**config.mk**
```make
export PLATFORM = sky130hd
export DESIGN_NAME = ffp_port
export DESIGN_NICKNAME = d
export VERILOG_FILES = /design/src/rtl/ffp_fifo.v /design/src/rtl/ffp_port.v
export VERILOG_INCLUDE_DIRS = /design/src /design/src/rtl
export SDC_FILE = /design/constraint.sdc
export NUM_CORES = 1
export LEC_CHECK = 0
export BUFFER_PORTS_ARGS = -buffer_cell sky130_fd_sc_hd__buf_2
export CORE_AREA = 10 10 238 240
export CTS_BUF_LIST = sky130_fd_sc_hd__clkbuf_16
export CTS_CLUSTER_SIZE = 25
export DETAILED_ROUTE_END_ITERATION = 8
export DIE_AREA = 0 0 248 250
export PLACE_DENSITY_LB_ADDON = 0.1
export SETUP_SLACK_MARGIN = 0.05
export SLEW_MARGIN = 20
export SYNTH_ARGS = -nofsm -noshare
export SYNTH_HDL_FRONTEND = slang
export SYNTH_SLANG_ARGS = --single-unit
export TNS_END_PERCENT = 10
```
**constraint.sdc**
```tcl
create_clock -name clk_i -period 4.85 [get_ports clk_i]
set_input_delay 0.485 -clock clk_i [delete_from_list [all_inputs] [get_ports clk_i]]
set_output_delay 0.485 -clock clk_i [all_outputs]
set_load 0.03 [all_outputs]
```
**src/rtl/ffp_defines.vh**
```
`ifndef FFP_DEFINES_VH
`define FFP_DEFINES_VH
// ============================================================
// selector codes
`define FFP_SEL_CMD 4'h0
`define FFP_SEL_ADDR_A 4'h1
`define FFP_SEL_ADDR_B 4'h2
`define FFP_SEL_ADDR_C 4'h3
`define FFP_SEL_ADDR_D 4'h4
`define FFP_SEL_DATA 4'h5
// ============================================================
// command codes
`define FFP_CMD_NONE 16'h0000
`define FFP_CMD_READ 16'h0011
`define FFP_CMD_WP 16'h0012
`define FFP_CMD_WPL 16'h0022
`define FFP_CMD_EWP 16'h0032
`define FFP_CMD_CMD_ERASE_PAGE_WRITE_LOCK 16'h0042
`define FFP_CMD_EA 16'h0013
`define FFP_CMD_LOCK_SET 16'h0014
`define FFP_CMD_LOCK_CLR 16'h0024
`define FFP_CMD_LOCK_QRY 16'h0015
`define FFP_CMD_NVM_SET 16'h0034
`define FFP_CMD_NVM_CLR 16'h0044
`define FFP_CMD_NVM_QRY 16'h0025
`define FFP_CMD_SEC_SET 16'h0054
`define FFP_CMD_SEC_QRY 16'h0035
`define FFP_CMD_MEM_WR 16'h001F
`define FFP_CMD_CTRL_SEL 16'h0016
`define FFP_CMD_VER_QRY 16'h001E
// ============================================================
// reset values
`define FFP_RST_ADDR 32'h0000_0000
`define FFP_RST_WORD 16'h0000
`endif

```
**src/rtl/ffp_fifo.v**
```verilog
`timescale 1ns/1ns
// ============================================================
// small synchronous fifo, honest full and empty
module ffp_fifo #(
  parameter WIDTH = 48,
  parameter DEPTH = 8,
  parameter AW = 3
) (
  // clock and reset
  input wire clk_i,
  input wire rst_n_i,
  input wire en_i,
  // fill side
  input wire in_valid_i,
  output wire in_ready_o,
  input wire [WIDTH-1:0] in_data_i,
  // drain side
  output wire out_valid_o,
  input wire out_ready_i,
  output wire [WIDTH-1:0] out_data_o
);
  reg [WIDTH-1:0] mem_q [0:DEPTH-1]; // storage, no reset needed
  reg [AW:0] wr_q; // write pointer with wrap bit
  reg [AW:0] rd_q; // read pointer with wrap bit
  wire full_w = (wr_q[AW] != rd_q[AW]) && (wr_q[AW-1:0] == rd_q[AW-1:0]);
  wire empty_w = (wr_q == rd_q);
  assign in_ready_o = !full_w;
  assign out_valid_o = !empty_w;
  assign out_data_o = mem_q[rd_q[AW-1:0]];
  // pointers advance only on accepted transfers
  always @(posedge clk_i or negedge rst_n_i) begin
    if (!rst_n_i) begin
      wr_q <= {(AW+1){1'b0}};
      rd_q <= {(AW+1){1'b0}};
    end else if (en_i) begin
      if (in_valid_i && !full_w) wr_q <= wr_q + 1'b1;
      if (out_ready_i && !empty_w) rd_q <= rd_q + 1'b1;
    end
  end
  // storage write
  always @(posedge clk_i) begin
    if (en_i && in_valid_i && !full_w) mem_q[wr_q[AW-1:0]] <= in_data_i;
  end
endmodule // ffp_fifo

```
**src/rtl/ffp_port.v**
```verilog
`timescale 1ns/1ns
`include "ffp_defines.vh"
module ffp_port #(
  parameter DW = 16, // 16 on large parts, 8 on small
  parameter PAGE_BITS = 8, // byte-address bits inside one page
  parameter FIFO_DEPTH = 8,
  parameter FIFO_AW = 3
) (
  // clock, enable and reset
  input wire clk_i,
  input wire en_i,
  input wire arst_n_i,
  // mode straps
  input wire test_select_i,
  input wire prog_enable_a_i,
  input wire prog_enable_b_i,
  input wire prog_enable_c_i,
  output wire mode_active_o,
  // programmer handshake pins
  input wire cmd_strobe_n_i,
  input wire bus_output_enable_n_i,
  input wire [3:0] field_selector_i,
  input wire [DW-1:0] prog_data_bus_i,
  output wire [DW-1:0] prog_data_bus_o,
  output wire prog_data_bus_oe_o,
  output wire port_ready_out_o,
  output wire port_ready_out_oe_o,
  output wire bus_valid_out_n_o,
  output wire bus_valid_out_oe_o,
  // flash controller request stream
  output wire req_valid_o,
  input wire req_ready_i,
  output wire [15:0] req_cmd_o,
  output wire [31:0] req_addr_o,
  // operation kinds: 0 data write, 1 read, 2 flush, 3 command start
  output wire [1:0] req_kind_o,
  output wire [DW-1:0] req_data_o,
  // flash controller answer for reads and queries
  input wire rsp_valid_i,
  input wire [DW-1:0] rsp_data_i
);
  // ============================================================
  // reset release and pin synchronisers
  reg [1:0] rst_sync_q; // reset release chain
  // internal reset asserts at once and releases on a clock edge, so no
  // flop sees the release in mid-setup; the chain ignores en_i so that
  // reset can still end while the rest of the port is frozen
  // shift ones in after the external reset lets go
  wire rst_n = rst_sync_q[1];
  always @(posedge clk_i or negedge arst_n_i) begin
    if (!arst_n_i) rst_sync_q <= 2'b00;
    else rst_sync_q <= {rst_sync_q[0], 1'b1};
  end
  // pins cross two flops before any logic looks at them
  localparam SW = 4 + 4 + DW + 2; // straps, selector, data, strobe, oe
  // the whole pin group gets one flop pair per bit
  reg [SW-1:0] meta_q; // first stage, read only by sync_q
  reg [SW-1:0] sync_q; // second stage, used by logic
  wire [SW-1:0] pins_w = {test_select_i, prog_enable_a_i, prog_enable_b_i,
    prog_enable_c_i, field_selector_i, prog_data_bus_i, cmd_strobe_n_i,
    bus_output_enable_n_i};
  // two-stage capture; reset to the pulled-up levels so that no false
  // strobe or output-enable edge is seen as reset ends
  always @(posedge clk_i or negedge rst_n) begin
    if (!rst_n) begin
      meta_q <= {SW{1'b1}}; // pulled-up idle levels
      sync_q <= {SW{1'b1}};
    end else if (en_i) begin
      meta_q <= pins_w;
      sync_q <= meta_q;
    end
  end
  // named views of the synchronised pins
  wire strobe_low = !sync_q[1]; // programmer asks for a transfer
  wire oe_low = !sync_q[0]; // programmer lets the port drive
  wire [DW-1:0] data_s = sync_q[DW+1:2]; // word offered on the bus
  wire [3:0] sel_s = sync_q[DW+5:DW+2]; // where the word goes
  // selector and data share the strobe's two-flop delay, so they are
  // read in the same cycle as the strobe edge they belong to
  wire [3:0] strap_s = sync_q[SW-1:SW-4]; // test, enable a, b, c
  // ============================================================
  // mode entry: test, enable a, enable b high, enable c low
  // clock muxing between the external input and the rc source sits
  // outside, in the clock generator; this port only sees clk_i
  reg active_q; // port alive only while straps select the mode
  // registered strap match; a strap glitch costs one cycle of delay but
  // never reaches the pin drivers directly
  always @(posedge clk_i or negedge rst_n) begin
    if (!rst_n) active_q <= 1'b0;
    else if (en_i) active_q <= (strap_s == 4'b1110);
  end
  // mode flag goes out as is, for the pad ring and for test
  assign mode_active_o = active_q;
  // ============================================================
  // command decode, shared by latch and dispatch
  // codes outside this list are stored as no operation, so a slip on the
  // programmer's side can never start an erase or a lock
  function known_cmd;
    input [15:0] c;
    begin
      case (c)
        `FFP_CMD_READ, `FFP_CMD_WP, `FFP_CMD_WPL: known_cmd = 1'b1;
        `FFP_CMD_EWP, `FFP_CMD_CMD_ERASE_PAGE_WRITE_LOCK, `FFP_CMD_EA: known_cmd = 1'b1;
        `FFP_CMD_LOCK_SET, `FFP_CMD_LOCK_CLR,
        `FFP_CMD_NVM_SET, `FFP_CMD_NVM_CLR: known_cmd = 1'b1;
        `FFP_CMD_LOCK_QRY, `FFP_CMD_NVM_QRY,
        `FFP_CMD_SEC_QRY: known_cmd = 1'b1;
        `FFP_CMD_CTRL_SEL, `FFP_CMD_SEC_SET,
        `FFP_CMD_MEM_WR, `FFP_CMD_VER_QRY: known_cmd = 1'b1;
        default: known_cmd = 1'b0; // no operation
      endcase
    end
  endfunction
  // commands whose data handshakes write into the page buffer
  // reads and queries fall through to the read path
  function is_write_cmd;
    input [15:0] c;
    begin
      case (c)
        `FFP_CMD_WP, `FFP_CMD_WPL, `FFP_CMD_EWP, `FFP_CMD_CMD_ERASE_PAGE_WRITE_LOCK,
        `FFP_CMD_MEM_WR: is_write_cmd = 1'b1;
        default: is_write_cmd = 1'b0;
      endcase
    end
  endfunction
  // ============================================================
  // handshake state machine, one-hot
  // one-hot so each state is one flop and its decode a single bit
  localparam [5:0] S_IDLE = 6'b000001; // ready high, wait strobe low
  localparam [5:0] S_EXEC = 6'b000010; // push request to fifo
  localparam [5:0] S_RWAIT = 6'b000100; // wait flash answer
  localparam [5:0] S_OEW = 6'b001000; // wait output enable low
  localparam [5:0] S_DRIVE = 6'b010000; // driving, wait oe high
  localparam [5:0] S_DONE = 6'b100000; // wait strobe high
  // each register pairs with its next value, computed in one place
  reg [5:0] st_q, st_d;
  reg [15:0] cmd_q, cmd_d; // current command
  reg [31:0] addr_q, addr_d; // internal address
  reg [DW-1:0] wdata_q, wdata_d; // data register
  reg [DW-1:0] rdata_q, rdata_d; // word shown on reads
  reg dirty_q, dirty_d; // page buffer holds unflushed words
  reg [31:0] page_q, page_d; // page of buffered words
  reg [1:0] kind_q, kind_d; // pending request kind
  reg flush_first_q, flush_first_d; // flush must precede the request
  reg drive_q, drive_d; // data bus output enable
  wire push_ready; // fifo has room for one more request
  // bytes per data word; kept 32 bits wide so the address sum does not
  // lose the step to truncation
  wire [31:0] step = DW / 8;
  // page number of the current address; a change means the buffered
  // words belong to another page and must be written out first
  wire [31:0] page_of_addr = addr_q >> PAGE_BITS;
  // next-state logic: every register holds unless a branch below moves it
  always @* begin
    st_d = st_q;
    cmd_d = cmd_q;
    addr_d = addr_q;
    wdata_d = wdata_q;
    rdata_d = rdata_q;
    dirty_d = dirty_q;
    page_d = page_q;
    kind_d = kind_q;
    flush_first_d = flush_first_q;
    drive_d = drive_q;
    case (st_q)
      S_IDLE: begin
        // sample only once the strobe falls
        if (active_q && strobe_low) begin
          st_d = S_DONE;
          case (sel_s)
            `FFP_SEL_CMD: begin
              cmd_d = known_cmd(data_s) ? data_s : `FFP_CMD_NONE;
              kind_d = 2'd3;
              flush_first_d = dirty_q; // new command flushes
              st_d = S_EXEC;
            end
            // address bytes only use the low data byte
            `FFP_SEL_ADDR_A: addr_d[7:0] = data_s[7:0];
            `FFP_SEL_ADDR_B: addr_d[15:8] = data_s[7:0];
            `FFP_SEL_ADDR_C: addr_d[23:16] = data_s[7:0];
            `FFP_SEL_ADDR_D: addr_d[31:24] = data_s[7:0];
            `FFP_SEL_DATA: begin
              // a data handshake with no valid command is taken and dropped
              if (cmd_q != `FFP_CMD_NONE) begin
                wdata_d = data_s;
                kind_d = is_write_cmd(cmd_q) ? 2'd0 : 2'd1;
                // leaving the buffered page forces a flush
                flush_first_d = dirty_q && (page_of_addr != page_q);
                st_d = S_EXEC;
              end
            end
            default: st_d = S_DONE; // selector codes 6 to 15 latch nothing
          endcase
        end
      end
      S_EXEC: begin
        // a full fifo parks the port here with ready low, which is how
        // a slow flash controller pushes back on the programmer
        if (push_ready) begin
          // the flush goes out first, the request itself a cycle later
          if (flush_first_q) begin
            flush_first_d = 1'b0;
            dirty_d = 1'b0;
          end else begin
            case (kind_q)
              2'd0: begin
                // write data lands in the page buffer and marks it dirty
                dirty_d = 1'b1;
                page_d = page_of_addr;
                addr_d = addr_q + step;
                st_d = S_DONE;
              end
              2'd1: st_d = S_RWAIT;
              default: st_d = S_DONE;
            endcase
          end
        end
      end
      S_RWAIT: begin
        // the answer is a single-cycle pulse, so it is caught here and
        // held in rdata_q for as long as the programmer needs it
        if (rsp_valid_i) begin
          rdata_d = rsp_data_i;
          addr_d = addr_q + step;
          st_d = S_OEW;
        end
      end
      S_OEW: begin
        // the programmer has let go of the bus only once it pulls output
        // enable low; turning earlier would fight its drivers
        if (oe_low) begin
          drive_d = 1'b1; // bus turns only on output enable
          st_d = S_DRIVE;
        end
      end
      S_DRIVE: begin
        // the bus is let go as soon as output enable rises
        if (!oe_low) begin
          drive_d = 1'b0; // release bus, valid rises
          st_d = S_DONE;
        end
      end
      S_DONE: begin
        // ready only returns after the strobe is seen high, so one long
        // strobe can never be taken as two commands
        if (!strobe_low) st_d = S_IDLE; // ready returns
      end
      default: st_d = S_IDLE;
    endcase
  end
  // state registers; en_i low freezes everything
  // all handshake state lives in these flops, so holding en_i low stops
  // the port mid-transfer and it resumes exactly where it left off
  always @(posedge clk_i or negedge rst_n) begin
    if (!rst_n) begin
      st_q <= S_IDLE;
      cmd_q <= `FFP_CMD_NONE;
      addr_q <= `FFP_RST_ADDR;
      wdata_q <= {DW{1'b0}};
      rdata_q <= {DW{1'b0}};
      dirty_q <= 1'b0;
      page_q <= `FFP_RST_ADDR;
      kind_q <= 2'd0;
      flush_first_q <= 1'b0;
      drive_q <= 1'b0;
    end else if (en_i) begin
      st_q <= st_d;
      cmd_q <= cmd_d;
      addr_q <= addr_d;
      wdata_q <= wdata_d;
      rdata_q <= rdata_d;
      dirty_q <= dirty_d;
      page_q <= page_d;
      kind_q <= kind_d;
      flush_first_q <= flush_first_d;
      drive_q <= drive_d;
    end
  end
  // ============================================================
  // request fifo toward the flash controller; a stalled controller
  // holds the port busy, so ready stays low until room returns
  localparam FW = 2 + 16 + 32 + DW; // kind, command, address, data
  // one push per cycle spent in the execute state
  wire push = (st_q == S_EXEC);
  // a pending flush travels as its own request kind ahead of the access
  wire [1:0] push_kind = flush_first_q ? 2'd2 : kind_q;
  // head of the fifo, unpacked onto the request ports below
  wire [FW-1:0] fifo_out;
  ffp_fifo #(
    .WIDTH(FW),
    .DEPTH(FIFO_DEPTH),
    .AW(FIFO_AW)
  ) u_fifo (
    .clk_i(clk_i),
    .rst_n_i(rst_n),
    .en_i(en_i),
    .in_valid_i(push),
    .in_ready_o(push_ready),
    .in_data_i({push_kind, cmd_q, addr_q, wdata_q}),
    .out_valid_o(req_valid_o),
    .out_ready_i(req_ready_i),
    .out_data_o(fifo_out)
  );
  // request fields, in the order they were packed into the fifo
  assign req_kind_o = fifo_out[FW-1:FW-2];
  assign req_cmd_o = fifo_out[FW-3:FW-18];
  assign req_addr_o = fifo_out[DW+31:DW];
  assign req_data_o = fifo_out[DW-1:0];
  // ============================================================
  // pin drivers: everything an input until the mode is entered
  // the enables stay low through reset and until the straps are seen, so
  // the pads fall back on their pull-ups; the data bus needs both the
  // mode and a read in its output phase before it turns around
  assign port_ready_out_o = (st_q == S_IDLE);
  assign port_ready_out_oe_o = active_q;
  assign bus_valid_out_n_o = !drive_q; // low while outputting
  assign bus_valid_out_oe_o = active_q;
  assign prog_data_bus_o = rdata_q;
  assign prog_data_bus_oe_o = drive_q && active_q;
endmodule // ffp_port

```
Word-level counts from Yosys, hierarchy flattened. Memory sizes are Yosys's and may differ from the RTL's. Cells that the tools add are included.

Register bits: 178. Memory bits (writable): 528. Input port bits: 47. Output and inout port bits: 89. Logic and storage cells: 163. Memories kept: 1.

Memories: u_fifo.mem_q (depth 8, width 66, read ports 1, clocked after Yosys merged registers in 0, write ports 1, line ffp_fifo.v:22) `reg [WIDTH-1:0] mem_q [0:DEPTH-1];`.

$add $sub $neg: 3. Equality and inequality tests: 54. Multiplexer cells: 47. Bitwise logic cells: 2. Reduce and logical (&&, ||, !) cells: 37.

Operators with widths (count): $eq A16 B5 Y1 const B (10); $mux W32 (5); $eq A16 B6 Y1 const B (8); $pmux W32 S3 (1); $eq A16 B7 Y1 const B (4); $mux W6 (9); $reduce_and A8 Y1 (5); $pmux W6 S6 (1); $add A32 B2 Y32 const B (1); $mux W8 (4); $ne A24 B24 Y1 (1); $mux W1 (19); $reduce_or A17 Y1 (1); $mux W16 (1); $ne A2 B2 Y1 const B (8); $reduce_bool A16 Y1 (1); $reduce_and A5 Y1 (3); $pmux W6 S2 (1); $reduce_and A4 Y1 (3); $ne A2 B1 Y1 const B (5); $add A4 B1 Y4 const B (2); $eq A4 B2 Y1 const B (2); $eq A4 B3 Y1 const B (2); $logic_and A1 B1 Y1 (8); other kinds (27) (38).

Longest topological paths before layout.
Word-level depth: 10. Gate-level depth with buffers: 8.

Modules after synthesis. A second synthesis with hierarchy kept.

Cell total of the unflattened synthesis: 1505. Area, all modules: 28746.3 sq um.

By module, submodules not included: ffp_fifo (times used 1, cells an instance 818, area an instance 20530.9 sq um, sequential area each 16055.4 sq um); ffp_port (times used 1, cells an instance 687, area an instance 8215.4 sq um, sequential area each 4320.4 sq um).

Worst setup path after synthesis. OpenSTA, ideal clock, no wires.

Path type: register to register. From: register st_q[2]. To: memory u_fifo.mem_q[1][0] (netlist name), enable pin. Setup time: 0.676 ns. Data arrival time: 8.422 ns. Path slack: -4.248 ns. Stages on the path, launching flop included: 6. Clock period less this slack: 9.098 ns. Cell sequence: dfrtp_1 -> buf_2 -> or4_1 -> nor2_1 -> nand3_1 -> nor4b_1.

Word-level cells in the longest chain between the ends: 5.

RTL lines: from (decl) (line ffp_port.v:136) `reg [5:0] st_q, st_d;`; from (signal assigned) (line ffp_port.v:267) `st_q <= st_d;`; $eq A6 B2 Y1 (line ffp_port.v:284) `wire push = (st_q == S_EXEC);`; $logic_and A1 B1 Y1 (2 in series) (line ffp_fifo.v:42) `if (en_i && in_valid_i && !full_w) mem_q[wr_q[AW-1:0]] <= in_data_i;`; $mux W1 (line ffp_fifo.v:42); $mux W1 (not written as such) (line ffp_fifo.v:42); to (decl) (line ffp_fifo.v:22).

Every way passes these cells.

Worst setup path in the final report.
From: register u_fifo.rd_q[0]. To: output req_addr_o[20].

Word-level cells in the longest chain between the ends: 1.

RTL lines: from (decl) (line ffp_fifo.v:24) `reg [AW:0] rd_q;`; from (signal assigned) (line ffp_fifo.v:34) `rd_q <= {(AW+1){1'b0}};`; from (signal assigned) (line ffp_fifo.v:37) `if (out_ready_i && !empty_w) rd_q <= rd_q + 1'b1;`; $mem_v2 Z8 W66; to (decl) (line ffp_port.v:34) `output wire [31:0] req_addr_o,`.

Every way passes these cells.

==> reports/metrics.yaml <==
outcome:
  status: "finished clean"
timing:
  drv_slew: 0
  period_share_pct: 69.23
  worst_clock_skew_ns: 0.01453
  grt_setup_unrepaired: "no"
  fin_tns_setup_ns: 0
  worstMarginPinSlew_ns: 1.111
  hold_ws_ns: 0.1250
  fin_crit_ns: 3.357
  relSlewSlack_pct: 25.96
  finalSetupViolCount: 0
  max_freq_mhz: 297.8
  finalHoldViolCount: 0
setup_path:
  path_class: "flop to output port"
  setup.worst_path.end_class: "output port"
  critPathRequiredTime_ns: 4.37
  critical_path_arrival_ns: 2.87
  cp-start-kind: "flop"
  critPathMaxFanout: 108
clock_network:
  clk_pin_slew_ns: 0.06
  cts_setup_buffers: 0
  cts_resized: 0
  cts_root_buf: "clkbuf_16"
  htree_num_levels: 3
  clockBufferDepth: 3
  cts_buffers: 72
  hold_buffers: 1
  cts_tree: "yes"
  clk_latency_ns: 0.60
  clock_sinks: 706
synth:
  synth_cells: 1509
  yosysSeqAreaShare_pct: 72.00
  synth_edf_count: 528
  ys.flop_type: "edfxtp_1"
  synth_area_sq_um: 28300
  ys_ff_latch: 706
  yosysWarningCount: 0
  synthArstFlopShare_pct: 25.21
  yosysUniqueCellTypes: 71
  avgSynthCellArea_sq_um: 18.75
  synthesis.nets: 1559
cells_and_area:
  fin_util_pct: 61.65
  layout_commonest_cell: "edfxtp_1"
  areaGrowthSynthToFinish_pct: 13.34
  drive_gt1_share_pct: 37.51
  num-nets-final: 1704
  final_cell_mix: "edfxtp_1 (528), mux2_2 (176), buf_2 (135), mux4_2 (132), dfrtp_1 (121)"
  stdcell_count: 2398
power:
  powerDensity_nw_per_um2: 538.7
  finalPower_uw: 17280
  switching_share_pct: 31.26
  clkPwrFrac_pct: 29.4
  p_sw_uw: 5402
  p_int_uw: 11880
  leakage_uw: 0.01155
  ir_worst_vdd_mv: 0.3906
  comb_power_share_pct: 25.2
  seq_power_share_pct: 45.4
global_routing:
  antenna_found_initial: 1
  grtUsageTotal_pct: 19.62
  grt_pass1_wl_microns: 92700
  gr-total-overflow: 0
  grt_pass1_vias: 15220
  grt_start_max_net_pins: 177
die:
  coreArea_sq_um: 52020
  die_x_microns: 248
  num_rows: 84
  ios: 136
  die_area_sq_um: 62000
  start_util_pct: 54.39
  die_h_microns: 250
job:
  drv_cap: 0
route:
  wl_per_cell_microns: 24.90
  drc_errors: 0
  drt_iter0_drc: 1347
  routed_wl_microns: 59700
  vias_per_cell: 6.061
  drtAntennaViolNets: 0
  first_pass_iters: 6
  vias: 14530
placement:
  gp_congestion: 0.8684
  io_buffers: 135
  dp_cells: 2266
  dp_hpwl_microns: 33060
min_path:
  min_path_type: "input pin to flop"
## logic make-up after synthesis
kind of cell	share of synthesized area, %
simple gates	3.913
flops	72.00
buf+inv	1.503
other cells	0.01325
mux	17.58
fa+ha+maj	0.1327
xor+xnor	1.176
compound gates	3.679
## cells in the mapped netlist, drive strengths merged, types with 3 or more instances
cell | instances | share of area [%]
o2111ai | 3 | 0.093
dfstp | 53 | 4.9
dfrtp | 125 | 11
o22ai | 8 | 0.18
clkbuf | 61 | 0.81
or4 | 10 | 0.29
a211oi | 6 | 0.16
a21oi | 22 | 0.39
nor2 | 22 | 0.29
o21ai | 33 | 0.58
nand2 | 37 | 0.49
xnor2 | 9 | 0.28
xor2 | 29 | 0.90
or2 | 5 | 0.11
mux2 | 176 | 7.0
nand4 | 13 | 0.29
and3 | 7 | 0.15
inv | 15 | 0.20
nor4 | 19 | 0.46
o211ai | 4 | 0.11
buf | 27 | 0.49
a2111oi | 4 | 0.17
nand3 | 22 | 0.39
nor4b | 3 | 0.093
nor3b | 7 | 0.19
a2bb2oi | 4 | 0.12
nor2b | 3 | 0.066
a211o | 4 | 0.12
nand2b | 7 | 0.15
nor3 | 19 | 0.38
mux4 | 132 | 11
edfxtp | 528 | 56
and4 | 3 | 0.093
and2 | 16 | 0.35
o31ai | 9 | 0.24
o22a | 3 | 0.093
a31oi | 21 | 0.46
a22o | 12 | 0.37
ha | 3 | 0.13
## final timing paths
kind / startpoint / end / slack (ns) / depth (start not counted)
worst max-delay path: u_fifo.rd_q[0] / req_addr_o[20] / 1.49 / 4
worst min-delay path: prog_enable_a_i / meta_q[24] / 0.12 / 2
worst max register to register: st_q[2] / u_fifo.mem_q[1][34] / 1.60 / 5
worst min register to register: rst_sync_q[0] / rst_sync_q[1] / 0.35 / 0
max in group asynchronous: rst_sync_q[1] / u_fifo.rd_q[2] / 3.48 / 1
min in group asynchronous: arst_n_i / rst_sync_q[1] / 0.20 / 2
## per-stage QoR
step / instance area, sq um / setup WS (ns)
CTS: 32060 / 1.389
global route: 32070 / 1.292
floorplan: 28320 / -2.198
detailed placement: 29870 / 1.578
global placement: 29870 / 1.697
finish: 32070 / 1.493
## power groups by stage
stage / clock network, uW / registers (uW) / logic, uW
floorplan: 0 / 7550 / 3460
global placement: 0 / 7930 / 4420
detailed placement: 0 / 7980 / 4440
CTS: 5200 / 7850 / 4460
global route: 5460 / 7930 / 4700
finish: 5090 / 7850 / 4350
## state kept, by name (all words and copies together), names as in the netlist, 2 cells and up
name	count
addr_q	32
cmd_q	16
kind_q	2
meta_q	26
page_q	24
prog_data_bus_o	16
rst_sync_q	2
st_q	6
sync_q	26
u_fifo.mem_q	528
u_fifo.rd_q	4
u_fifo.wr_q	4
wdata_q	16
## metal layers
| metal | share of wire, % | GRT usage [%] | up-vias |
|---|---|---|---|
| met3 | 6.2 | 3.899 | 66 |
| met4 | 1.5 | 5.052 | 0 |
| met2 | 49 | 31.05 | 424 |
| met1 | 43 | 27.52 | 7657 |
| li1 | - | - | 6387 |
| met5 | 0 | 0 | - |
## area by class of cell
class / count / area (sq um)
Clock inverter: 54 / 299.0
Sequential cell: 706 / 20390
Fill cell: 3755 / 19950
Timing Repair Buffer: 159 / 1002
Tap cell: 688 / 860.8
Multi-Input combinational cell: 700 / 7585
Inverter: 15 / 56.30
Clock buffer: 75 / 1877
Antenna cell: 1 / 2.502
## critical path, cell delays in order (launching register included)
cell and delay [ns]:
dfrtp_4 0.44, buf_12 0.66, mux4_2 0.62, mux2_2 0.29
buf_2 0.18
No activity file was read; power rests on OpenSTA's default activity.
